[config.mk]
export PLATFORM = sky130hd
export DESIGN_NAME = blcfg_regs
export DESIGN_NICKNAME = d
export VERILOG_FILES = /design/src/logic/blcfg_pkg.sv /design/src/logic/blcfg_regs.sv
export SDC_FILE = /design/constraint.sdc
export NUM_CORES = 1
export LEC_CHECK = 0
export BUFFER_PORTS_ARGS = -buffer_cell sky130_fd_sc_hd__buf_2
export CAP_MARGIN = 0
export CORE_MARGIN = 1.5
export CORE_UTILIZATION = 40
export CTS_CLUSTER_DIAMETER = 50
export DETAILED_ROUTE_END_ITERATION = 16
export SLEW_MARGIN = 20
export SYNTH_ARGS = -nofsm -noshare
export SYNTH_HDL_FRONTEND = slang
export SYNTH_SLANG_ARGS = --single-unit
[constraint.sdc]
create_clock -name mclk -period 6.6 [get_ports mclk]
set_clock_uncertainty 0.05 [all_clocks]
set_input_delay 0.33 -clock mclk [delete_from_list [all_inputs] [get_ports mclk]]
set_output_delay 0.33 -clock mclk [all_outputs]
set_load 0.005 [all_outputs]
[src/logic/blcfg_pkg.sv]
// Purpose: Shared constants and carriers for the backlight configuration registers.
// Assumes: 100 MHz mclk; register access by 8-bit address on a simple write/read port.
// Notes: Reset values are plain defaults; the idle timeout is set in milliseconds and scaled to a cycle count.
package blcfg_pkg;
    localparam logic [7:0] ADDR_LIMIT_MSB = 8'ha1;
    localparam logic [7:0] ADDR_PROT_SRC = 8'ha2;
    localparam logic [7:0] RESET_LIMIT_MSB = 8'h00;
    localparam logic [7:0] RESET_PROT_SRC = 8'h00;
    localparam int BIT_IDLE_STBY = 7;
    localparam int POS_MAX_CUR = 4;
    localparam int POS_CUR_MSB = 0;
    localparam int BIT_UNDERVOLTAGE_LOCKOUT_ENABLE = 5;
    localparam int BIT_UNDERVOLTAGE_THRESHOLD_SELECT = 4;
    localparam int BIT_BL_EN = 3;
    localparam int BIT_RES_SEL = 2;
    localparam int BIT_SW_PIN = 1;
    localparam int BIT_DIM_PIN = 0;
    localparam logic [7:0] PROT_SRC_WMASK = 8'h3f;
    localparam int IDLE_TIMEOUT_MS = 50;
    localparam int CLK_HZ = 100_000_000;
    localparam int IDLE_TIMEOUT_CYC = IDLE_TIMEOUT_MS * (CLK_HZ / 1000);

    typedef struct packed {
        logic wr;
        logic rd;
        logic [7:0] addr;
        logic [7:0] wdata;
    } blcfg_req_t;

    typedef struct packed {
        logic [2:0] max_current_code;
        logic [11:0] current_code;
        logic current_from_resistor;
        logic undervoltage_lockout_enable;
        logic undervoltage_threshold_select;
        logic backlight_enable;
        logic [1:0] switcher_rate;
        logic [1:0] dimming_rate;
        logic standby;
    } blcfg_ctrl_t;
endpackage : blcfg_pkg

[src/logic/blcfg_regs.sv]
// Purpose: Two configuration registers steering current, protection and rate sources.
// Assumes: Serial front end decodes register writes/reads into req; pins are asynchronous.
// Notes: Standby is entered after the dimming input idles low for the timeout.
// Behaviour
// - With the idle-standby bit set, the device enters standby after the PWM input stays low ~50 ms.
// - First register bits 3:0 are the current code's top four bits and 6:4 the maximum current.
// - Second register bit 5 enables undervoltage lockout and bit 4 picks 2.5 V (0) or 5.2 V (1).
// - Second register bit 3 enables the backlight and must be set for PWM-only control.
// - Second register bit 1 takes the switching rate from the select pin, else from storage.
// - Second register bit 0 takes the dimming rate from the select pin, else from storage.
// - The current-set select bit picks the resistor pin scaling or the stored current fields.
`timescale 1ns/1ps
module blcfg_regs #(
    parameter int IDLE_CYCLES = blcfg_pkg::IDLE_TIMEOUT_CYC
) (
    input wire logic mclk,
    input wire logic rst,
    input wire blcfg_pkg::blcfg_req_t req,
    output logic [7:0] rdata,
    input wire logic [7:0] current_low_byte,
    input wire logic [1:0] stored_switcher_rate,
    input wire logic [1:0] stored_dimming_rate,
    input wire logic [1:0] frequency_select_pin,
    input wire logic pwm_in,
    output blcfg_pkg::blcfg_ctrl_t ctrl
);
    import blcfg_pkg::*;

    // Pin bits that cross into mclk: bit 0 is the PWM input, bits 2:1 the select pin
    localparam int SYNC_BITS = 3;

    // Register selects, shared by the write path and the read path
    function automatic logic hits_limit_msb(input logic [7:0] addr);
        return addr == ADDR_LIMIT_MSB;
    endfunction : hits_limit_msb

    function automatic logic hits_prot_src(input logic [7:0] addr);
        return addr == ADDR_PROT_SRC;
    endfunction : hits_prot_src

    logic [7:0] current_limit_and_msb_config;
    logic [7:0] protection_and_source_config;
    logic [7:0] next_rdata;
    logic wr_limit_msb;
    logic wr_prot_src;
    logic [SYNC_BITS-1:0] pin_raw;
    logic [SYNC_BITS-1:0] pin_s1;
    logic [SYNC_BITS-1:0] pin_s2;
    logic [SYNC_BITS-1:0] pin_s3;
    logic [SYNC_BITS-1:0] pin_stable;
    logic pwm_stable;
    logic [1:0] fsel_stable;
    logic [31:0] idle_count;
    logic idle_restart;
    logic idle_expired;
    logic standby;

    assign wr_limit_msb = req.wr && hits_limit_msb(req.addr);
    assign wr_prot_src = req.wr && hits_prot_src(req.addr);

    // Writes to any other address fall through untouched
    always_ff @(posedge mclk) begin
        if (rst) begin
            current_limit_and_msb_config <= RESET_LIMIT_MSB;
        end else if (wr_limit_msb) begin
            current_limit_and_msb_config <= req.wdata;
        end
    end

    always_ff @(posedge mclk) begin
        if (rst) begin
            protection_and_source_config <= RESET_PROT_SRC;
        end else if (wr_prot_src) begin
            // Reserved bits held at zero so reads never depend on them
            protection_and_source_config <= req.wdata & PROT_SRC_WMASK;
        end
    end

    // Read mux; unmapped addresses read as zero
    always_comb begin
        next_rdata = 8'h00;
        if (hits_limit_msb(req.addr)) begin
            next_rdata = current_limit_and_msb_config;
        end else if (hits_prot_src(req.addr)) begin
            next_rdata = protection_and_source_config;
        end else begin
            next_rdata = 8'h00;
        end
    end

    // A read in the same cycle as a write returns the value before that write
    always_ff @(posedge mclk) begin
        if (rst) begin
            rdata <= 8'h00;
        end else if (req.rd) begin
            rdata <= next_rdata;
        end
    end

    assign pin_raw = {frequency_select_pin, pwm_in};

    // One synchroniser per pin bit; a level counts once stages two and three agree,
    // which costs a cycle of latency but keeps a half-settled pin out of the rate mux
    for (genvar i = 0; i < SYNC_BITS; i++) begin : g_sync
        always_ff @(posedge mclk) begin
            if (rst) begin
                pin_s1[i] <= 1'b0;
                pin_s2[i] <= 1'b0;
                pin_s3[i] <= 1'b0;
                pin_stable[i] <= 1'b0;
            end else begin
                pin_s1[i] <= pin_raw[i];
                pin_s2[i] <= pin_s1[i];
                pin_s3[i] <= pin_s2[i];
                if (pin_s2[i] == pin_s3[i]) begin
                    pin_stable[i] <= pin_s3[i];
                end
            end
        end
    end

    assign pwm_stable = pin_stable[0];
    assign fsel_stable = pin_stable[2:1];

    // Idle detector; any high level, or the enable bit clear, restarts the timeout
    assign idle_restart = !current_limit_and_msb_config[BIT_IDLE_STBY] || pwm_stable;
    assign idle_expired = idle_count >= 32'(IDLE_CYCLES - 1);

    // The count saturates so a long idle spell never wraps back out of standby
    always_ff @(posedge mclk) begin
        if (rst) begin
            idle_count <= 32'h0;
        end else if (idle_restart) begin
            idle_count <= 32'h0;
        end else if (!idle_expired) begin
            idle_count <= idle_count + 32'h1;
        end
    end

    always_ff @(posedge mclk) begin
        if (rst) begin
            standby <= 1'b0;
        end else if (idle_restart) begin
            standby <= 1'b0;
        end else if (idle_expired) begin
            standby <= 1'b1;
        end
    end

    // Control outputs, each from its own flop so the analog side sees clean levels
    always_ff @(posedge mclk) begin
        if (rst) begin
            ctrl.max_current_code <= 3'h0;
        end else begin
            ctrl.max_current_code <= current_limit_and_msb_config[POS_MAX_CUR +: 3];
        end
    end

    // The low byte lives in another register and is only paired up here
    always_ff @(posedge mclk) begin
        if (rst) begin
            ctrl.current_code <= 12'h000;
        end else begin
            ctrl.current_code <= {current_limit_and_msb_config[POS_CUR_MSB +: 4],
                                  current_low_byte};
        end
    end

    always_ff @(posedge mclk) begin
        if (rst) begin
            ctrl.current_from_resistor <= 1'b0;
        end else begin
            ctrl.current_from_resistor <= protection_and_source_config[BIT_RES_SEL];
        end
    end

    always_ff @(posedge mclk) begin
        if (rst) begin
            ctrl.undervoltage_lockout_enable <= 1'b0;
        end else begin
            ctrl.undervoltage_lockout_enable <= protection_and_source_config[BIT_UNDERVOLTAGE_LOCKOUT_ENABLE];
        end
    end

    always_ff @(posedge mclk) begin
        if (rst) begin
            ctrl.undervoltage_threshold_select <= 1'b0;
        end else begin
            ctrl.undervoltage_threshold_select <= protection_and_source_config[BIT_UNDERVOLTAGE_THRESHOLD_SELECT];
        end
    end

    // This bit resets clear, so backlight_enable stays low until a master writes it
    always_ff @(posedge mclk) begin
        if (rst) begin
            ctrl.backlight_enable <= 1'b0;
        end else begin
            ctrl.backlight_enable <= protection_and_source_config[BIT_BL_EN];
        end
    end

    always_ff @(posedge mclk) begin
        if (rst) begin
            ctrl.switcher_rate <= 2'h0;
        end else if (protection_and_source_config[BIT_SW_PIN]) begin
            ctrl.switcher_rate <= fsel_stable;
        end else begin
            ctrl.switcher_rate <= stored_switcher_rate;
        end
    end

    // Both rates share one select pin; a user setting both pin bits gets one code twice
    always_ff @(posedge mclk) begin
        if (rst) begin
            ctrl.dimming_rate <= 2'h0;
        end else if (protection_and_source_config[BIT_DIM_PIN]) begin
            ctrl.dimming_rate <= fsel_stable;
        end else begin
            ctrl.dimming_rate <= stored_dimming_rate;
        end
    end

    always_ff @(posedge mclk) begin
        if (rst) begin
            ctrl.standby <= 1'b0;
        end else begin
            ctrl.standby <= standby;
        end
    end
endmodule : blcfg_regs

Word-level counts from Yosys, hierarchy flattened
Index checks and enable logic that the tools add are counted.
{ "op_classes": {"add_sub_neg": 1, "n_mux": 4, "order_cmp": 1, "reduce_logical": 5, "n_eq_ne": 5} }
{ "ops": {"columns": ["op", "count"], "rows": [
  ["$add 32x1->32 const B", 1],
  ["$ge 32x23->1 const B", 1],
  ["$eq 8x8->1 const B", 2],
  ["$mux 8", 1],
  ["$mux 6", 1],
  ["$mux 2", 2],
  ["$eq 1x1->1", 3],
  ["$logic_and 1x1->1", 2],
  ["$reduce_or 2->1", 1],
  ["$logic_not 1->1", 1],
  ["$logic_or 1x1->1", 1]
]} }
{ "totals": {"in_bits": 35, "reg_bits": 91, "output_inout_bits": 32} }

Logic depth before layout (Yosys ltp)
{ "logic_depth": {"ltp_word": 3, "mapped_depth": 9} }

Worst setup path after synthesis
No wires, ideal clock.
{ "synth_path": {"path_type": "flip-flop to flip-flop", "start": "register idle_count[0]", "end": "register idle_count[14]", "stages_incl_launch_ff": 9, "synth_period_minus_slack_ns": 2.108, "required_time_ns": 6.480, "slack_ns": 4.492, "t_arrival_ns": 1.988, "cell_sequence": "dfxtp_1 ha_1 and2_1 clkbuf_4 a311oi_1 o22ai_1 buf_6 or4_1 a21oi_1"} }
{ "synth_via": {"elab_chain_len": 1, "elab_cells_between_ends": 2, "classes_between": "add/sub (1); order compare (1)"} }
{ "synth_lines": {"columns": ["item", "line_no", "source"], "rows": [
  ["start, declared", "blcfg_regs.sv:53", "logic [31:0] idle_count;"],
  ["start signal, assigned", "blcfg_regs.sv:136", "idle_count <= idle_count + 32'h1;"],
  ["$add 32x1->32 or $ge 32x23->1 (tied branches)", "blcfg_regs.sv:136, blcfg_regs.sv:127", null]
]} }
Parallel ways exist; a longest one is shown, timed or not.
A chain may end at the register's enable or synchronous reset.

Final worst setup path
{ "layout_path": {"start": "register idle_count[0]", "end": "register idle_count[11]"} }
The elaborated chain is that of the path after synthesis.

==> results.txt <==
The run finished with clean final reports. The max-slew violation total from the final report was 0. The multi-input logic area is 1602 um^2. The critical path start-end classification is reg2reg.

The antenna diode count came out at 0. Summing all flip-flop and latch instances after layout gives 1822 um^2. The data required time at the worst endpoint came out at 6.81 ns. Of the post-synthesis cell area, the dominant cell type holds 51.25%. The number of clock sinks is 91. At the pin with the least slew margin, the transition time is 1.024 ns.

The first TritonRoute pass finished after 4 iterations. The worst setup path is captured at a register. The mux share of post-synthesis cell area came out at 3.098%. Across every metal layer, demand over resource in global routing totals 15.58%.

The via count of the routed design is 2,853. The leakage power summed over all cells came out at 1.608 nW. The share of the core filled with cells in the final layout came out at 47.49%. The post-synthesis sequential element count came out at 91. The maximum fanout along the worst path is 14. The detailed router's first-iteration violation count is 169. By area the synthesized netlist is led by sky130_fd_sc_hd__dfxtp_1, sky130_fd_sc_hd__nor2b_1, sky130_fd_sc_hd__a21oi_1. The via count of the first global-routing pass is 2,523. The number of different library cells in the post-synthesis netlist came out at 52. Summing the areas of all compound-gate instances in the mapped netlist gives 12.14% of the synthesized area. The internal power of the cells totals 0.7283 mW. The number of buffers added for setup after CTS is 0. Hold timing on the final database bottoms out at a slack of 0.1183 ns. The boundary pin count came out at 67. The final critical path takes up 36.98% of the cycle. The total half-perimeter wirelength after legalization and detailed placement is 4.791 mm. The leading cell type by number of instances after synthesis is sky130_fd_sc_hd__dfxtp_1. The H-tree was split into 3 levels. The post-cts resize count came out at 0. The initial antenna violation count came out at 0. The basic-gate share of the synthesized area counting and, or, nand and nor cells came out at 28.97%. The post-detailed-routing wire length is 7.069 mm. sky130_fd_sc_hd__dfxtp_1 takes more of the synthesized area than any other cell. The number of synthesized flops with an enable pin is 0. For this run, the number of Yosys warnings is 0. Summing every instance area after synthesis gives 3555 um^2. The remaining antenna violation count is 0. The clock latency on the worst-skew pair is 0.36 ns. The routed length per placed instance is 12.90 um. Entering global routing, the biggest net connects 61 pins. The path class of the tightest hold or removal check is in2reg. The commonest cells after synthesis are sky130_fd_sc_hd__dfxtp_1, sky130_fd_sc_hd__nand2_1, sky130_fd_sc_hd__a21oi_1, sky130_fd_sc_hd__nand3_1, sky130_fd_sc_hd__nor2b_1.

The post-route netlist has 22.50% of its cells at a drive strength greater than 1. The total overflow left after global routing is 0. The logic gate share of total power came out at 3.5%. Summing the areas of all xor and xnor instances in the mapped netlist gives 0% of the synthesized area.

The clock tree buffer depth is 2. The wire length of the first global-routing pass is 12.05 mm. The vertical die dimension is 97.27 um. In this run the horizontal extent of the chip is 97.27 um. The proportion of register bits with asynchronous set or reset after synthesis came out at 0%.

Power spread over the standard cell area amounts to 231.7 nW/um^2. The last weighted congestion value of the routability-driven placer came out at 0.7680. After clock tree synthesis, the flow added hold-fix buffers numbering 0. The number of filler cells placed in the layout is 887. The count of input and output buffers came out at 66.

After routing, the total negative slack on setup checks comes to 0 ns. The area of the core came out at 8678 um^2. Relative to the synthesized area, the layout overhead comes to 15.95%.

Clock-pin slew was measured on the worst setup and hold paths at 0.10 ns. Of the total synthesized cell area, the portion taken by full adders, half adders and majority gates is 0.3520%. TritonCTS built the clock tree. The proportion of synthesized chip area in sequential cells came out at 51.25%. The final net count is 471. The worst hold path was traced through 2 stages. The portion of total power attributed to sequential cells is 58.6%. The worst reg-to-reg setup slack came out at 4.16 ns. The area of the die is 9461 um^2. CTS placed an instance of sky130_fd_sc_hd__clkbuf_8 at the clock tree root. In this run switching power makes up 23.75% of total power.

The number of standard cells after synthesis is 376. The data arrival time of the critical path came out at 2.65 ns. The hold violation total from the final report is 0. Summed over all nets, the switching power comes to 0.2268 mW. The initial core utilization came out at 40.96%. Counting I/O delays and the setup requirement, the final critical path takes 2.441 ns. Setup violations remaining at the end of the flow were counted as 0. The mean cell area of the mapped netlist came out at 9.454 um^2. Among all flip-flop cells after synthesis, the most frequent one is sky130_fd_sc_hd__dfxtp_1. The cell count of the worst reg-to-reg path came out at 7.

The clock network fraction of total power is 38.0%. The highest achievable clock rate came out at 409.7 MHz. Counting the buffers created by CTS gives 9. The kind of start point of the critical path is a register. Counting every net in the synthesized netlist gives 412.

The DRC violations left came out at 0. Across the run, the number of max-cap violations was 0. The routed via count divided by cell count is 5.206. Setup repair after global routing left no endpoint under its margin. The relative max-transition margin is 31.67%. By area, the combinational part of the netlist is dominated by simple AND/OR/NAND/NOR gates. Row generation in the floorplan step produced 34 rows. Across the VDD grid, the largest voltage drop is 170.1 uV.
-- routing by layer --
metal  up-vias  GRT usage (%)  share of wire, %
met2        64          23.45                45
met5         -              0                 0
met4         0          7.143               2.1
met1      1319          21.55                48
met3        14          3.165               4.6
li1       1456              -                 -
-- path summary, 6_finish.rpt --
kind                                  endpoint                start
worst min-delay path                  ctrl[15]  current_low_byte[6]
worst max-delay path            idle_count[11]        idle_count[0]
worst min register to register       pin_s2[2]            pin_s1[2]
worst max register to register  idle_count[11]        idle_count[0]
-- registers in the layout, summed over array words and instances (netlist names) --
name,flops
pwm_stable,1
pin_s2,3
standby,1
current_limit_and_msb_config,8
ctrl,24
fsel_stable,2
protection_and_source_config,6
pin_s1,3
idle_count,32
rdata,8
pin_s3,3
-- final cells by class --
cell class | count | share of cell area [%]
clock buffer | 10 | 3.339
multi-input combinational | 261 | 38.86
timing repair buffer | 71 | 8.925
sequential | 91 | 44.20
tap | 108 | 3.279
inverter | 1 | 0.09107
clock inverter | 6 | 1.305
-- worst max-delay path: stages, from the launching register on --
cell and delay (ns):
sky130_fd_sc_hd__dfxtp_1 0.34, sky130_fd_sc_hd__ha_1 0.23, sky130_fd_sc_hd__and2_1 0.25, sky130_fd_sc_hd__a311oi_1 0.36
sky130_fd_sc_hd__o22ai_1 0.24, sky130_fd_sc_hd__buf_4 0.24, sky130_fd_sc_hd__or4_1 0.53, sky130_fd_sc_hd__mux2i_1 0.13
-- cell families (layout without fill, tap and decap cells) --
family                     after synthesis  count (layout)
buffers and inverters                   24              88
adders and majority gates                1               1
DFF                                     91              91
muxes                                   11              11
AOI/OAI and AO/OA                       70              70
and+or+nand+nor                        179             179
-- power groups by stage --
stage	Combinational, mW	Sequential, mW	Clock [mW]
3_3_place_gp	0.0336	0.572	0
6_report	0.0333	0.559	0.363
4_1_cts	0.0340	0.559	0.375
5_1_grt	0.0372	0.560	0.399
2_1_floorplan	0.0142	0.573	0
3_5_place_dp	0.0339	0.572	0
-- through the flow --
step | instances | power (mW) | cell area, um^2 | worst slack, ns
3_3_place_gp | 532 | 0.6055 | 3930 | 4.232
6_report | 548 | 0.9551 | 4121 | 4.159
5_1_grt | 548 | 0.9970 | 4121 | 3.991
2_1_floorplan | 376 | 0.5869 | 3555 | 4.492
3_5_place_dp | 532 | 0.6061 | 3930 | 4.157
4_1_cts | 548 | 0.9685 | 4121 | 4.152
-- cells in the final DEF, fill, tap and decap left out, types with 11 or more instances in the layout --
master and instances:
sky130_fd_sc_hd__dfxtp_1 91, sky130_fd_sc_hd__nor2b_1 29, sky130_fd_sc_hd__a21oi_1 32, sky130_fd_sc_hd__nand2_1 37, sky130_fd_sc_hd__buf_2 66, sky130_fd_sc_hd__mux2i_1 11, sky130_fd_sc_hd__nand3_1 31, sky130_fd_sc_hd__nor2_1 12
sky130_fd_sc_hd__and2_1 11
Note: power is estimated with default switching activity, not from simulation.
